$ cat src/mqu_pkg.sv
package mqu_pkg;

   // register offsets
   localparam logic [7:0] OFF_QCFG = 8'h00;
   localparam logic [7:0] OFF_QUEUE_BASE_ADDRESS = 8'h04;
   localparam logic [7:0] OFF_PTR0 = 8'h08;
   localparam logic [7:0] OFF_PTR_STEP = 8'h04;
   localparam logic [7:0] OFF_QSR = 8'h28;
   localparam logic [7:0] OFF_OPIS = 8'h30;
   localparam logic [7:0] OFF_OPIM = 8'h34;
   localparam logic [7:0] OFF_LOCAL_MISC_CONTROL = 8'h38;
   localparam logic [7:0] OFF_CLASS = 8'h3C;
   localparam logic [7:0] OFF_IQP = 8'h40;
   localparam logic [7:0] OFF_OQP = 8'h44;
   localparam logic [7:0] OFF_S1RB = 8'h48;

   // field positions
   localparam int QCFG_EN_BIT = 0;
   localparam int QCFG_SIZE_LSB = 1;
   localparam int QSR_DECODE_BIT = 0;
   localparam int QSR_IPMASK_BIT = 4;
   localparam int QSR_IPIRQ_BIT = 5;
   localparam int QSR_OFULL_BIT = 6;
   localparam int OPIS_IRQ_BIT = 3;
   localparam int OPIM_MASK_BIT = 3;
   localparam int LOCAL_MISC_CONTROL_INIT_BIT = 2;
   localparam int QUEUE_BASE_ADDRESS_LSB = 20;
   localparam int S1RB_LSB = 4;

   // sizes and values
   localparam int PTR_W = 20;
   localparam logic [PTR_W-1:0] ENTRY_BYTES = 20'h00004;
   localparam logic [31:0] EMPTY_WORD = 32'hFFFF_FFFF;
   localparam logic [31:0] REG_WINDOW_TOP = 32'h0000_00FF;
   localparam logic [31:0] RST_WORD = 32'h0000_0000;
   localparam logic [PTR_W-1:0] RST_PTR = 20'h00000;

   // queue order; pointer index 2*queue, +1 tail
   localparam logic [1:0] Q_IN_FREE = 2'h0;
   localparam logic [1:0] Q_IN_POST = 2'h1;
   localparam logic [1:0] Q_OUT_POST = 2'h2;
   localparam logic [1:0] Q_OUT_FREE = 2'h3;
   localparam int NUM_PTR = 8;

   typedef enum logic [2:0] {MQU_IDLE, MQU_POST_WR, MQU_FETCH, MQU_SPACE1, MQU_S1_DONE}
      mqu_state_t;

   // one-hot size code, lowest bit 4k entries
   function automatic logic [PTR_W-1:0] mqu_size_bytes(input logic [4:0] code);
      mqu_size_bytes = {1'b0, code, 14'h0000};
   endfunction

   // step one entry and wrap at the queue size
   function automatic logic [PTR_W-1:0] mqu_next(input logic [PTR_W-1:0] ptr,
                                                 input logic [PTR_W-1:0] size);
      logic [PTR_W-1:0] nxt;
      nxt = ptr + ENTRY_BYTES;
      mqu_next = (nxt == size) ? RST_PTR : nxt;
   endfunction

   // base bits plus queue start plus pointer offset
   function automatic logic [31:0] mqu_qaddr(input logic [11:0] base,
                                             input logic [1:0] q,
                                             input logic [PTR_W-1:0] size,
                                             input logic [PTR_W-1:0] ptr);
      logic [PTR_W-1:0] start;
      start = RST_PTR;
      case (q)
         2'h1: start = size;
         2'h2: start = {size[PTR_W-2:0], 1'b0};
         2'h3: start = {size[PTR_W-2:0], 1'b0} + size;
         default: start = RST_PTR;
      endcase
      mqu_qaddr = {base, 20'h00000} + {12'h000, start} + {12'h000, ptr};
   endfunction

endpackage

$ cat src/mqu_message_queue_unit.sv
// Behaviour
// - empty outbound post read returns all ones
// - non-empty read returns tail entry, advances tail
// - pci interrupt while outbound post non-empty
// - interrupt and status clear when drained
// - mask register suppresses outbound post interrupt
// - outbound post tail prefetched when needed
// - inbound free tail prefetched the same way
// - outbound port write stores at free head
// - free head meeting tail flags fatal error
// - retry all accesses while port write pending
// - retry everything until init done set
// - decode on: low window reaches registers
// - decode on: above window maps to space1
// - inbound post raises local interrupt only
// - hardware pointers wrap at queue size
// - five-bit size field, four equal queues
// - empty when disabled or pointers equal
`timescale 1ns/1ps
`default_nettype none
module mqu_message_queue_unit
#(
   parameter int RESP_DEPTH = 2
)
(
   input wire logic clk_in,
   input wire logic arst_n_in,
   input wire logic req_valid_in,
   output logic req_ready_out,
   input wire logic req_write_in,
   input wire logic [31:0] req_addr_in,
   input wire logic [31:0] req_wdata_in,
   output logic resp_valid_out,
   input wire logic resp_ready_in,
   output logic [31:0] resp_data_out,
   output logic resp_retry_out,
   output logic mem_req_out,
   output logic mem_we_out,
   output logic [31:0] mem_addr_out,
   output logic [31:0] mem_wdata_out,
   input wire logic mem_ack_in,
   input wire logic [31:0] mem_rdata_in,
   input wire logic lreg_wr_in,
   input wire logic [7:0] lreg_addr_in,
   input wire logic [31:0] lreg_wdata_in,
   output logic [31:0] lreg_rdata_out,
   output logic pci_inta_n_out,
   output logic local_int_out,
   output logic local_fatal_error_out
);
   import mqu_pkg::*;

   typedef struct packed {
      mqu_state_t st;
      logic q_en;
      logic [4:0] q_size;
      logic [11:0] q_base;
      logic decode_en;
      logic ip_mask;
      logic ofl_full;
      logic op_mask;
      logic init_done;
      logic [31:0] class_code;
      logic [27:0] s1_remap;
      logic [1:0] pf_valid;
      logic [1:0][31:0] pf_data;
      logic [1:0] job_q;
      logic mem_req;
      logic mem_we;
      logic [31:0] mem_addr;
      logic [31:0] mem_wdata;
      logic [31:0] s1_data;
      logic [31:0] lreg_rdata;
   } mqu_state_struct_t;

   mqu_state_struct_t s_q;
   mqu_state_struct_t s_d;

   logic [NUM_PTR-1:0][PTR_W-1:0] ptr;
   logic [NUM_PTR-1:0] ptr_inc;
   logic [NUM_PTR-1:0] ptr_load;
   logic [3:0] q_empty;
   logic [1:0] pf_need;
   logic [PTR_W-1:0] size_b;
   logic buf_ready;
   logic push;
   logic push_retry;
   logic [31:0] push_data;
   logic take;
   logic in_win;
   logic is_port;
   logic [1:0] port_q;
   logic slot;

   assign size_b = mqu_size_bytes(s_q.q_size);

   // io processor loads any pointer; hardware steps its own
   for (genvar i = 0; i < NUM_PTR; i++)
   begin : g_ptr
      assign ptr_load[i] = lreg_wr_in &&
         (lreg_addr_in == OFF_PTR0 + OFF_PTR_STEP * 8'(i));
      mqu_ptr u_ptr (
         .clk_in(clk_in),
         .arst_n_in(arst_n_in),
         .load_in(ptr_load[i]),
         .load_val_in(lreg_wdata_in[PTR_W-1:0]),
         .inc_in(ptr_inc[i]),
         .size_in(size_b),
         .ptr_out(ptr[i])
      );
   end

   // empty flags per queue, forced when the queues are disabled
   for (genvar k = 0; k < 4; k++)
   begin : g_empty
      assign q_empty[k] = !s_q.q_en || (ptr[2*k] == ptr[2*k+1]);
   end

   // a slot needs a fetch whenever its queue holds data and the slot is stale;
   // covers tail-advance and head-from-empty
   assign pf_need[0] = !q_empty[Q_IN_FREE] && !s_q.pf_valid[0];
   assign pf_need[1] = !q_empty[Q_OUT_POST] && !s_q.pf_valid[1];

   // request decode inside the first memory base
   assign in_win = (req_addr_in <= REG_WINDOW_TOP);
   assign is_port = in_win && (req_addr_in[7:0] == OFF_IQP || req_addr_in[7:0] == OFF_OQP);
   assign port_q = (req_addr_in[7:0] == OFF_IQP) ?
      (req_write_in ? Q_IN_POST : Q_IN_FREE) :
      (req_write_in ? Q_OUT_FREE : Q_OUT_POST);
   assign slot = port_q[1];

   // space1 holds off requests to keep answers in order
   always_comb
   begin
      case (s_q.st)
         MQU_IDLE: req_ready_out = buf_ready && (pf_need == 2'b00);
         MQU_POST_WR: req_ready_out = buf_ready;
         MQU_FETCH: req_ready_out = buf_ready;
         default: req_ready_out = 1'b0;
      endcase
   end
   assign take = req_valid_in && req_ready_out;

   // register view for local port and low window
   function automatic logic [31:0] reg_read(input logic [7:0] off);
      logic [31:0] r;
      r = RST_WORD;
      case (off)
         OFF_QCFG:
         begin
            r[QCFG_EN_BIT] = s_q.q_en;
            r[QCFG_SIZE_LSB +: 5] = s_q.q_size;
         end
         OFF_QUEUE_BASE_ADDRESS: r[QUEUE_BASE_ADDRESS_LSB +: 12] = s_q.q_base;
         OFF_QSR:
         begin
            r[QSR_DECODE_BIT] = s_q.decode_en;
            r[QSR_IPMASK_BIT] = s_q.ip_mask;
            r[QSR_IPIRQ_BIT] = !q_empty[Q_IN_POST];
            r[QSR_OFULL_BIT] = s_q.ofl_full;
         end
         OFF_OPIS: r[OPIS_IRQ_BIT] = !q_empty[Q_OUT_POST];
         OFF_OPIM: r[OPIM_MASK_BIT] = s_q.op_mask;
         OFF_LOCAL_MISC_CONTROL: r[LOCAL_MISC_CONTROL_INIT_BIT] = s_q.init_done;
         OFF_CLASS: r = s_q.class_code;
         OFF_S1RB: r[S1RB_LSB +: 28] = s_q.s1_remap;
         default:
         begin
            for (int j = 0; j < NUM_PTR; j++)
            begin
               if (off == OFF_PTR0 + OFF_PTR_STEP * 8'(j))
               begin
                  r[PTR_W-1:0] = ptr[j];
               end
            end
         end
      endcase
      return r;
   endfunction

   // main sequencer
   always_comb
   begin
      s_d = s_q;
      ptr_inc = '0;
      push = 1'b0;
      push_retry = 1'b0;
      push_data = RST_WORD;
      s_d.lreg_rdata = reg_read(lreg_addr_in);

      // local register writes
      if (lreg_wr_in)
      begin
         case (lreg_addr_in)
            OFF_QCFG:
            begin
               s_d.q_en = lreg_wdata_in[QCFG_EN_BIT];
               s_d.q_size = lreg_wdata_in[QCFG_SIZE_LSB +: 5];
            end
            OFF_QUEUE_BASE_ADDRESS: s_d.q_base = lreg_wdata_in[QUEUE_BASE_ADDRESS_LSB +: 12];
            OFF_QSR:
            begin
               s_d.decode_en = lreg_wdata_in[QSR_DECODE_BIT];
               s_d.ip_mask = lreg_wdata_in[QSR_IPMASK_BIT];
               if (lreg_wdata_in[QSR_OFULL_BIT])
               begin
                  s_d.ofl_full = 1'b0; // write one to clear
               end
            end
            OFF_OPIM: s_d.op_mask = lreg_wdata_in[OPIM_MASK_BIT];
            OFF_LOCAL_MISC_CONTROL: s_d.init_done = lreg_wdata_in[LOCAL_MISC_CONTROL_INIT_BIT];
            OFF_CLASS: s_d.class_code = lreg_wdata_in;
            OFF_S1RB: s_d.s1_remap = lreg_wdata_in[S1RB_LSB +: 28];
            default: ;
         endcase
      end
      // a tail reload makes its prefetch stale
      if (ptr_load[2*Q_IN_FREE+1])
      begin
         s_d.pf_valid[0] = 1'b0;
      end
      if (ptr_load[2*Q_OUT_POST+1])
      begin
         s_d.pf_valid[1] = 1'b0;
      end

      case (s_q.st)
         MQU_IDLE:
         begin
            if (take)
            begin
               push = 1'b1;
               if (!s_q.init_done)
               begin
                  push_retry = 1'b1;
               end
               else if (is_port && req_write_in)
               begin
                  // posted write: answered at once; later accesses retry until memory and head done
                  s_d.job_q = port_q;
                  s_d.mem_req = 1'b1;
                  s_d.mem_we = 1'b1;
                  s_d.mem_wdata = req_wdata_in;
                  s_d.mem_addr = mqu_qaddr(s_q.q_base, port_q, size_b,
                                           ptr[2*port_q]);
                  s_d.st = MQU_POST_WR;
               end
               else if (is_port)
               begin
                  if (q_empty[port_q])
                  begin
                     push_data = EMPTY_WORD;
                  end
                  else if (s_q.pf_valid[slot])
                  begin
                     push_data = s_q.pf_data[slot];
                     ptr_inc[2*port_q+1] = 1'b1;
                     s_d.pf_valid[slot] = 1'b0;
                  end
                  else
                  begin
                     push_retry = 1'b1;
                  end
               end
               else if (in_win)
               begin
                  // host writes only the outbound post mask
                  if (req_write_in && req_addr_in[7:0] == OFF_OPIM)
                  begin
                     if (lreg_wr_in)
                     begin
                        push_retry = 1'b1;
                     end
                     else
                     begin
                        s_d.op_mask = req_wdata_in[OPIM_MASK_BIT];
                     end
                  end
                  else if (!req_write_in)
                  begin
                     push_data = reg_read(req_addr_in[7:0]);
                  end
               end
               else if (s_q.decode_en)
               begin
                  push = 1'b0;
                  s_d.mem_req = 1'b1;
                  s_d.mem_we = req_write_in;
                  s_d.mem_wdata = req_wdata_in;
                  s_d.mem_addr = {s_q.s1_remap, 4'h0} + req_addr_in;
                  s_d.st = MQU_SPACE1;
               end
            end
            else if (pf_need != 2'b00)
            begin
               s_d.job_q = pf_need[0] ? Q_IN_FREE : Q_OUT_POST;
               s_d.mem_req = 1'b1;
               s_d.mem_we = 1'b0;
               s_d.mem_addr = pf_need[0] ?
                  mqu_qaddr(s_q.q_base, Q_IN_FREE, size_b, ptr[2*Q_IN_FREE+1]) :
                  mqu_qaddr(s_q.q_base, Q_OUT_POST, size_b, ptr[2*Q_OUT_POST+1]);
               s_d.st = MQU_FETCH;
            end
         end
         MQU_POST_WR:
         begin
            if (take)
            begin
               push = 1'b1;
               push_retry = 1'b1;
            end
            if (mem_ack_in)
            begin
               s_d.mem_req = 1'b0;
               ptr_inc[2*s_q.job_q] = 1'b1;
               // head catching the tail means the free list overflowed; set wins
               if (s_q.job_q == Q_OUT_FREE &&
                   mqu_next(ptr[2*Q_OUT_FREE], size_b) == ptr[2*Q_OUT_FREE+1])
               begin
                  s_d.ofl_full = 1'b1;
               end
               s_d.st = MQU_IDLE;
            end
         end
         MQU_FETCH:
         begin
            if (take)
            begin
               push = 1'b1;
               push_retry = 1'b1;
            end
            if (mem_ack_in)
            begin
               s_d.mem_req = 1'b0;
               s_d.pf_data[s_q.job_q[1]] = mem_rdata_in;
               s_d.pf_valid[s_q.job_q[1]] = !ptr_load[2*s_q.job_q+1];
               s_d.st = MQU_IDLE;
            end
         end
         MQU_SPACE1:
         begin
            if (mem_ack_in)
            begin
               s_d.mem_req = 1'b0;
               s_d.s1_data = s_q.mem_we ? RST_WORD : mem_rdata_in;
               s_d.st = MQU_S1_DONE;
            end
         end
         MQU_S1_DONE:
         begin
            // hold here while the answer buffer is full
            push = 1'b1;
            push_data = s_q.s1_data;
            if (buf_ready)
            begin
               s_d.st = MQU_IDLE;
            end
         end
         default: s_d.st = MQU_IDLE;
      endcase
   end

   always_ff @(posedge clk_in or negedge arst_n_in)
   begin
      if (!arst_n_in)
      begin
         s_q <= '0;
      end
      else
      begin
         s_q <= s_d;
      end
   end

   // buffered so a stalled host loses no answer
   mqu_resp_buf #(
      .WIDTH(33),
      .DEPTH(RESP_DEPTH)
   ) u_resp (
      .clk_in(clk_in),
      .arst_n_in(arst_n_in),
      .in_valid_in(push),
      .in_ready_out(buf_ready),
      .in_data_in({push_retry, push_data}),
      .out_valid_out(resp_valid_out),
      .out_ready_in(resp_ready_in),
      .out_data_out({resp_retry_out, resp_data_out})
   );

   // interrupts follow queue state; draining clears them
   assign pci_inta_n_out = !(!q_empty[Q_OUT_POST] && !s_q.op_mask);
   assign local_int_out = !q_empty[Q_IN_POST] && !s_q.ip_mask;
   assign local_fatal_error_out = s_q.ofl_full;

   assign mem_req_out = s_q.mem_req;
   assign mem_we_out = s_q.mem_we;
   assign mem_addr_out = s_q.mem_addr;
   assign mem_wdata_out = s_q.mem_wdata;
   assign lreg_rdata_out = s_q.lreg_rdata;
endmodule
`default_nettype wire

$ cat src/mqu_ptr.sv
`timescale 1ns/1ps
`default_nettype none
module mqu_ptr
(
   input wire logic clk_in,
   input wire logic arst_n_in,
   input wire logic load_in,
   input wire logic [mqu_pkg::PTR_W-1:0] load_val_in,
   input wire logic inc_in,
   input wire logic [mqu_pkg::PTR_W-1:0] size_in,
   output logic [mqu_pkg::PTR_W-1:0] ptr_out
);
   import mqu_pkg::*;

   typedef struct packed {
      logic [PTR_W-1:0] ptr;
   } mqu_ptr_state_t;

   mqu_ptr_state_t s_q;
   mqu_ptr_state_t s_d;

   // software load wins; used at setup and whenever the io processor moves a pointer
   always_comb
   begin
      s_d = s_q;
      if (load_in)
      begin
         s_d.ptr = load_val_in;
      end
      else if (inc_in)
      begin
         s_d.ptr = mqu_next(s_q.ptr, size_in);
      end
   end

   always_ff @(posedge clk_in or negedge arst_n_in)
   begin
      if (!arst_n_in)
      begin
         s_q <= '0;
      end
      else
      begin
         s_q <= s_d;
      end
   end

   assign ptr_out = s_q.ptr;
endmodule
`default_nettype wire

$ cat src/mqu_resp_buf.sv
`timescale 1ns/1ps
`default_nettype none
module mqu_resp_buf
#(
   parameter int WIDTH = 33,
   parameter int DEPTH = 2
)
(
   input wire logic clk_in,
   input wire logic arst_n_in,
   input wire logic in_valid_in,
   output logic in_ready_out,
   input wire logic [WIDTH-1:0] in_data_in,
   output logic out_valid_out,
   input wire logic out_ready_in,
   output logic [WIDTH-1:0] out_data_out
);
   localparam int AW = (DEPTH > 1) ? $clog2(DEPTH) : 1;

   if (DEPTH < 2 || (DEPTH & (DEPTH - 1)) != 0)
   begin : g_chk
      $error("mqu_resp_buf depth must be a power of two of at least 2");
   end

   typedef struct packed {
      logic [DEPTH-1:0][WIDTH-1:0] mem;
      logic [AW-1:0] wp;
      logic [AW-1:0] rp;
      logic [AW:0] cnt;
   } mqu_buf_state_t;

   mqu_buf_state_t s_q;
   mqu_buf_state_t s_d;
   logic push;
   logic pop;

   // flags from the count; a stalled reader fills it
   assign in_ready_out = (s_q.cnt != DEPTH[AW:0]);
   assign out_valid_out = (s_q.cnt != '0);
   assign push = in_valid_in & in_ready_out;
   assign pop = out_valid_out & out_ready_in;
   assign out_data_out = s_q.mem[s_q.rp];

   always_comb
   begin
      s_d = s_q;
      if (push)
      begin
         s_d.mem[s_q.wp] = in_data_in;
         s_d.wp = s_q.wp + 1'b1;
      end
      if (pop)
      begin
         s_d.rp = s_q.rp + 1'b1;
      end
      if (push && !pop)
      begin
         s_d.cnt = s_q.cnt + 1'b1;
      end
      else if (pop && !push)
      begin
         s_d.cnt = s_q.cnt - 1'b1;
      end
   end

   always_ff @(posedge clk_in or negedge arst_n_in)
   begin
      if (!arst_n_in)
      begin
         s_q <= '0;
      end
      else
      begin
         s_q <= s_d;
      end
   end
endmodule
`default_nettype wire

$ cat config.mk
export PLATFORM = sky130hd
export DESIGN_NAME = mqu_message_queue_unit
export DESIGN_NICKNAME = d
export VERILOG_FILES = /design/src/mqu_pkg.sv /design/src/mqu_message_queue_unit.sv /design/src/mqu_ptr.sv /design/src/mqu_resp_buf.sv
export SDC_FILE = /design/constraint.sdc
export NUM_CORES = 1
export LEC_CHECK = 0
export ABC_CLOCK_PERIOD_IN_PS = 8100
export BUFFER_PORTS_ARGS = -buffer_cell sky130_fd_sc_hd__buf_2
export CORE_ASPECT_RATIO = 1.2
export CORE_MARGIN = 2
export CORE_UTILIZATION = 40
export CTS_BUF_LIST = sky130_fd_sc_hd__clkbuf_2 sky130_fd_sc_hd__clkbuf_4 sky130_fd_sc_hd__clkbuf_8
export DETAILED_ROUTE_END_ITERATION = 8
export GPL_TIMING_DRIVEN = 1
export PLACE_DENSITY_LB_ADDON = 0.12
export SYNTH_ARGS = -nofsm -noshare
export SYNTH_HDL_FRONTEND = slang
export SYNTH_SLANG_ARGS = --single-unit
$ cat constraint.sdc
create_clock -name clk_in -period 8.1 [get_ports clk_in]
set_clock_uncertainty 0.05 [all_clocks]
set_input_delay 1.215 -clock clk_in [delete_from_list [all_inputs] [get_ports clk_in]]
set_output_delay 1.215 -clock clk_in [all_outputs]
set_load 0.02 [all_outputs]
### After elaboration in Yosys (flattened, before gate mapping)

Index checks and enable logic that the tools add are counted.

| operators by class | value |
|---|---|
| bitwise gates (word level) | 4 |
| reductions and logical operators | 89 |
| equal/unequal tests | 70 |
| order comparisons | 15 |
| mux-type cells | 188 |
| add/sub/neg operators | 22 |
| div/mod/pow operators | 0 |
| shift-type cells | 0 |
| multipliers | 0 |

Operator list:

| kind | count |
|---|---|
| two-way mux 20 bit | 51 |
| two-way mux 32 bit | 15 |
| two-way mux 66 bit | 5 |
| adder 32 x 20 -> 32 bit | 6 |
| adder 20 x 3 -> 20 bit (second input constant) | 8 |
| == test 20 x 19 -> 1 bit | 8 |
| == test 8 x 6 -> 1 bit (second input constant) | 14 |
| == test 20 bit | 5 |
| two-way mux 33 bit | 3 |
| one-hot mux 13 bit (3 select lines) | 2 |
| two-way mux 36 bit | 2 |
| one-hot mux 12 bit (3 select lines) | 2 |
| two-way mux 68 bit | 1 |
| bitwise mux 66 bit | 1 |
| bitwise mux 64 bit | 1 |
| == test 8 x 5 -> 1 bit (second input constant) | 8 |
| one-hot mux 32 bit (2 select lines) | 1 |
| two-way mux 63 bit | 1 |
| one-hot mux 20 bit (3 select lines) | 1 |
| two-way mux 8 bit | 6 |
| two-way mux 1 bit | 44 |
| binary-select mux 20 bit (select 2 bit) | 1 |
| demux 33 bit (select 1 bit) | 1 |
| adder 32 bit | 1 |
| 65 further kinds | 200 |

| word-level totals | value |
|---|---|
| logic and storage cells | 422 |
| memories | 0 |
| memory bits (writable) | 0 |
| bits in latches | 0 |
| output and inout port bits | 136 |
| register bits after elaboration | 514 |
| bits in read-only memories | 0 |

### Logic depth before layout (Yosys ltp)

| depth | value |
|---|---|
| depth in word-level cells | 19 |
| mapped depth | 18 |

### Cells and area by module

From an unflattened synthesis, not the netlist that was laid out.

| unflattened totals | value |
|---|---|
| cells, all modules | 4427 |
| area, all modules | 40002.1 um^2 |

By module, submodules not included:

| module | times used | sequential area each (um^2) | area each (um^2) | cells an instance |
|---|---|---|---|---|
| mqu_message_queue_unit | 1 | 7106.8 | 20692.3 | 2238 |
| mqu_ptr at g_ptr[0].u_ptr ... | 5 | 500.5 | 1970.6 | 249 |
| mqu_ptr at g_ptr[5].u_ptr ... | 3 | 500.5 | 2030.7 | 250 |
| mqu_resp_buf | 1 | 1751.7 | 3364.5 | 194 |

### Least setup slack after synthesis

No wires, ideal clock.

| timing path | value |
|---|---|
| kind | input to register |
| start point | in req_addr_in[2] |
| end point | reg s_q, in the netlist mem_addr_out[22] |
| data required time | 7925 ps |
| setup slack | 3063 ps |
| setup time | 125 ps |
| stages | 15 |
| arrival time | 4862 ps |
| cells stage by stage | nor4_2 nand2_1 clkbuf_1 mux4_2 ha_1 fa_1 a21o_1 a21oi_1 o21bai_1 a21oi_1 nor2_1 xor2_1 o22ai_1 o32ai_1 mux2_2 |

| on the way | value |
|---|---|
| cells in the longest elaborated chain, start to end | 13 |

Ends and longest elaborated chain:

| item | line | RTL |
|---|---|---|
| start, declared | mqu_message_queue_unit.sv:31 | `input wire logic [31:0] req_addr_in,` |
| == test 8 x 7 -> 1 bit | mqu_message_queue_unit.sv:126, mqu_message_queue_unit.sv:127 |  |
| two-way mux 2 bit | mqu_message_queue_unit.sv:127 | `assign port_q = (req_addr_in[7:0] == OFF_IQP) ?` |
| == test 2 bit or == test 2 x 1 -> 1 bit (tied branches) | mqu_pkg.sv:68 | `case (q)` |
| one-hot mux 20 bit (3 select lines) | mqu_pkg.sv:68 |  |
| two-way mux 20 bit | mqu_message_queue_unit.sv:237 | `else if (is_port && req_write_in)` |
| two-way mux 20 bit | mqu_message_queue_unit.sv:233 | `if (!s_q.init_done)` |
| two-way mux 20 bit | mqu_message_queue_unit.sv:230 | `if (take)` |
| two-way mux 20 bit | mqu_message_queue_unit.sv:227 | `case (s_q.st)` |
| adder 32 x 20 -> 32 bit (2 in a row) | mqu_pkg.sv:74 | `mqu_qaddr = {base, 20'h00000} + {12'h000, start} + {12'h000, ptr};` |
| two-way mux 66 bit | mqu_message_queue_unit.sv:237 |  |
| two-way mux 68 bit | mqu_message_queue_unit.sv:233 |  |
| two-way mux 36 bit | mqu_message_queue_unit.sv:230 |  |
| end signal, assigned | mqu_message_queue_unit.sv:367 | `s_q <= '0;` |
| end signal, assigned | mqu_message_queue_unit.sv:371 | `s_q <= s_d;` |
| end, declared | mqu_message_queue_unit.sv:76 | `mqu_state_struct_t s_q;` |

Parallel ways exist; a longest one is shown, timed or not. The select of a mux whose other input is x is not followed.
A chain may end at the register's enable or synchronous reset.

### Worst setup path in the final report

| timing path | value |
|---|---|
| start point | reg g_ptr[5].u_ptr.s_q, in the netlist g_ptr[5].u_ptr.ptr_out[10] |
| end point | out req_ready_out |

| on the way | value |
|---|---|
| cells in the longest elaborated chain, start to end | 7 |

Ends and longest elaborated chain:

| item | line | RTL |
|---|---|---|
| start, declared | mqu_ptr.sv:19 | `mqu_ptr_state_t s_q;` |
| start signal, assigned | mqu_ptr.sv:40 | `s_q <= '0;` |
| start signal, assigned | mqu_ptr.sv:44 | `s_q <= s_d;` |
| == test 20 bit | mqu_message_queue_unit.sv:116 | `assign q_empty[k] = !s_q.q_en \|\| (ptr[2*k] == ptr[2*k+1]);` |
| logical OR 1 bit | mqu_message_queue_unit.sv:116 |  |
| logical NOT 1 bit | mqu_message_queue_unit.sv:122 | `assign pf_need[1] = !q_empty[Q_OUT_POST] && !s_q.pf_valid[1];` |
| logical AND 1 bit | mqu_message_queue_unit.sv:122 |  |
| logical NOT 2 bit | mqu_message_queue_unit.sv:136 | `MQU_IDLE: req_ready_out = buf_ready && (pf_need == 2'b00);` |
| logical AND 1 bit | mqu_message_queue_unit.sv:136 |  |
| one-hot mux 1 bit (2 select lines) | mqu_message_queue_unit.sv:135 | `case (s_q.st)` |
| end, declared | mqu_message_queue_unit.sv:29 | `output logic req_ready_out,` |

Every way passes these cells.

==> metrics.md <==
| Metric | Value |
|---|---|
| Number of distinct library cell variants in the gate-level netlist after synthesis | 92 |
| Fraction of the cycle the final worst path needs | 0.676 |
| IO Count | 279 |
| Register-to-register path setup slack | 3.36 ns |
| Leakage | 16.9 nW |
| Number of failing setup endpoints in the final timing report | 0 |
| Number of CTS-inserted buffers | 94 |
| Biggest fanout along the worst timing path | 10 |
| Worst-case hold slack | 0.417 ns |
| Clock latency on the worst-skew pair | 0.76 ns |
| Htree depth | 3 |
| Footprint of the multi-input gates | 19400 um2 |
| DIE AREA | 88600 um2 |
| Maximum single-stage delay on the critical path | 1.03 ns |
| Antenna viol nets, final | 0 |
| Wire length of the first global-routing pass | 219 mm |
| Final setup TNS | 0 ns |
| Synth Register Bits | 514 |
| Relative slew slack | 0.152 |
| Chain of cells forming the critical path | xor2_1, nor4_1, a311oi_1, nor2_1, nand2_1, a21oi_1, buf_2 |
| Terminus of the critical flop-to-flop path | g_ptr[5].u_ptr.ptr_out[17]$_DFFE_PN0P_ |
| Final Wtd Congestion | 1.06 |
| Deepest clock path buffer count | 3 |
| Syn_nets | 4128 |
| Sequential element share of the synthesized area | 0.373 |
| DR vias | 32478 |
| First-pass iteration count of the detailed router | 7 |
| Launch point of the worst path | g_ptr[5].u_ptr.ptr_out[10]$_DFFE_PN0P_ |
| Proportion of synthesized flip-flops having asynchronous set or reset | 1.00 |
| Buffer and inverter count on the worst path | 1 |
| Quantity of I/O buffers inserted on ports | 278 |
| Power per cell area | 207 nW/um2 |
| Cts repair resizes | 0 |
| Mapped Cells | 3926 |
| Core Util, Final | 0.449 |
| Root Buffer Master | sky130_fd_sc_hd__clkbuf_8 |
| Filler cell count | 8610 |
| Hold_sp | mem_wdata_out[22]$_DFFE_PN0P_ |
| Cts-stage hold buffer count | 0 |
| CTS tree | built |
| RSZ-0062 raised after global routing | false |
| Warnings from Yosys | 0 |
| Num rows | 117 |
| Arrival time worst endpoint | 4.21 ns |
| Worst-Margin Slew | 1.26 ns |
| Final nets | 4166 |
| Routed via count divided by cell count | 6.28 |
| GRT overflow | 0 |
| Non-filler instance count after layout | 5172 |
| Mean Syn Cell Area | 8.79 um2 |
| Count of flip-flops with a built-in enable after synthesis | 0 |
| Initial antenna violation count | 7 |
| IR drop worst, VDD | 0.126 mV |
| Critical Path RT | 6.84 ns |
| Slowest cell on crit path | sky130_fd_sc_hd__nor4_1 |
| Worst path top cell family by delay | simple AND/OR/NAND/NOR gates |
| Number of instances on the worst hold path | 2 |
| Number of hold violations in the final report | 0 |
| Upper clock frequency limit | 0.183 GHz |
| Prevailing post-synth register cell | sky130_fd_sc_hd__dfrtp_1 |
| CP startpoint kind | register |
| Number of cells on the worst reg-to-reg path | 10 |
| Sum of internal, switching and leakage power | 7.92 mW |
| Result of the run | complete, no violations |
| Die Span X | 272 um |
| Largest net degree at the start of global routing | 152 |
| Violation count after the first detailed-route iteration | 3750 |
| Hold Path Sink | mem_wdata_out[22]$_DFFE_PN0P_ |
| Post-CTS setup buffers | 0 |
| Sequential cell area in the final layout | 12900 um2 |
| CTS sink cnt | 514 |
| Number of cells in the design after placement | 4998 |
| Detailed-route DRC error count | 0 |
| Effective utilization at floorplan | 0.405 |
| Total wirelength of the detailed-routed design | 154 mm |
| Chip height | 326 um |
| Number of global-route vias before repair | 30485 |
| Area growth from synthesis to final layout | 11.0% |
| Final-report max-slew violation count | 0 |
| Area inside the core boundary | 85200 um2 |
| Crit path time final | 5.47 ns |
| Number of max-capacitance violations reported | 0 |
| Ratio of cells with drive above 1 in the final layout | 0.224 |
| Global Route Usage Sum | 0.337 |
| Setup crit end kind | output port |
| Launch point of the worst reg-to-reg path | g_ptr[1].u_ptr.ptr_out[15]$_DFFE_PN0P_ |
| Post-DR wirelength/cell | 29.7 um |
| Clock slew at the register clock pins of the worst setup and hold paths | 0.06 ns |
| Crit Path Class | register to output port |
| Placed wire-length estimate | 110 mm |
| Min-delay worst type | register to register |
| Netlist area before placement | 34500 um2 |
## worst register-to-register path: cells and delay by family, from the launching register on
family / cells / cell delay, ns
XOR/XNOR: 1 / 0.20
AND/OR/NAND/NOR: 5 / 2.50
buffers and inverters: 1 / 0.33
flip-flops: 1 / 0.77
AO/OA/AOI/OAI: 3 / 0.80
## sequential cells by signal, indices dropped and copies added (netlist names)
signal                 flops
mem_req_out                1
local_fatal_error_out      1
u_resp.s_q                70
s_q                      185
lreg_rdata_out            32
mem_wdata_out             32
mem_we_out                 1
mem_addr_out              32
g_ptr.u_ptr.ptr_out      160
## cells in the final DEF, fill, tap and decap left out, types with 21 or more instances in the layout
cell type                  count
sky130_fd_sc_hd__mux2_2      272
sky130_fd_sc_hd__nor4_1       40
sky130_fd_sc_hd__xor2_1       66
sky130_fd_sc_hd__buf_2       277
sky130_fd_sc_hd__nor2_1      261
sky130_fd_sc_hd__a22o_1       26
sky130_fd_sc_hd__a221o_1      21
sky130_fd_sc_hd__o21ai_0     237
sky130_fd_sc_hd__clkbuf_8    118
sky130_fd_sc_hd__a222oi_1     32
sky130_fd_sc_hd__a21oi_1     209
sky130_fd_sc_hd__mux2i_1      45
sky130_fd_sc_hd__inv_1        67
sky130_fd_sc_hd__nor3_1       84
sky130_fd_sc_hd__a31oi_1      79
sky130_fd_sc_hd__buf_4       109
sky130_fd_sc_hd__and3_1       33
sky130_fd_sc_hd__or3_1        29
sky130_fd_sc_hd__a22oi_1     107
sky130_fd_sc_hd__clkbuf_4     21
sky130_fd_sc_hd__nand3_1      86
sky130_fd_sc_hd__ha_1         55
sky130_fd_sc_hd__a211oi_1     26
sky130_fd_sc_hd__xnor2_1     149
sky130_fd_sc_hd__nand2_1     492
sky130_fd_sc_hd__nand2b_1     46
sky130_fd_sc_hd__dfrtp_1     514
sky130_fd_sc_hd__a221oi_1     47
sky130_fd_sc_hd__nand4_1      64
sky130_fd_sc_hd__a21o_1       35
## through the flow
step / setup slack (ns) / area (um2)
floorplan: 3.06 / 34500
global placement: 2.27 / 36200
detailed placement: 2.12 / 36200
CTS: 2.87 / 38300
global route: 2.53 / 38300
finish: 2.63 / 38300
## synth_stat cells (all sizes together), types with 16 or more instances
master    n  area share
a211oi   27      0.0059
a21o     35      0.0076
a21oi   209       0.030
a221o    21      0.0061
a221oi   47       0.012
a222oi   32      0.0093
a22o     26      0.0066
a22oi   107       0.023
a31oi    80       0.015
and2     20      0.0036
and3     33      0.0060
buf     189       0.033
clkbuf  258       0.028
dfrtp   514        0.37
ha       55       0.020
inv      67      0.0073
mux2    272       0.089
mux2i    46       0.013
nand2   495       0.054
nand2b   47      0.0085
nand3    91       0.013
nand4    66       0.012
nor2    265       0.029
nor2b    19      0.0034
nor3     90       0.014
nor4     45      0.0093
o211ai   18      0.0039
o21ai   257       0.037
o31ai    16      0.0035
or3      29      0.0053
xnor2   149       0.038
xor2     66       0.017
## layer usage
metal  share of wire  global-route usage  vias up
met5         0.00027                   0        -
met4           0.077               0.221        6
met3           0.089              0.0739      513
met2            0.44               0.522     1775
met1            0.39               0.422    15948
li1                -                   -    14236
## power by group
part	internal, mW	leakage [nW]	switching, mW
Clock	1.55	1.10	1.23
Sequential	2.93	6.82	0.375
Combinational	0.720	9.02	1.12
## how the worst max path moves through the flow
stage	endpoint	slack (ns)	cells after the start
2_1_floorplan	mem_addr_out[22]$_DFFE_PN0P_	3.06	15
3_3_place_gp	mem_addr_out[22]$_DFFE_PN0P_	2.27	15
3_5_place_dp	mem_addr_out[22]$_DFFE_PN0P_	2.12	15
4_1_cts	req_ready_out	2.87	7
5_1_grt	mem_addr_out[22]$_DFFE_PN0P_	2.53	15
6_report	req_ready_out	2.63	7
## cell type report
type,instances,area share
repair buffers,389,0.0590
multi-input cells,2898,0.507
well taps,1130,0.0369
inverters,67,0.00657
clock inverters,30,0.00804
diodes,5,0.000327
clock buffers,139,0.0465
flip-flops and latches,514,0.336
## cell families (layout without fill, tap and decap cells)
| kind of cell | Yosys count | count (layout) | share of synthesized area |
|---|---|---|---|
| multiplexers | 324 | 324 | 0.106 |
| AO/OA/AOI/OAI | 993 | 993 | 0.190 |
| buffers and inverters | 514 | 625 | 0.0686 |
| XOR/XNOR | 217 | 217 | 0.0559 |
| other | 0 | 5 | 0 |
| AND/OR/NAND/NOR | 1304 | 1304 | 0.184 |
| flip-flops | 514 | 514 | 0.373 |
| adder cells (fa/ha/maj) | 60 | 60 | 0.0226 |
No activity file was read; power rests on OpenSTA's default activity.
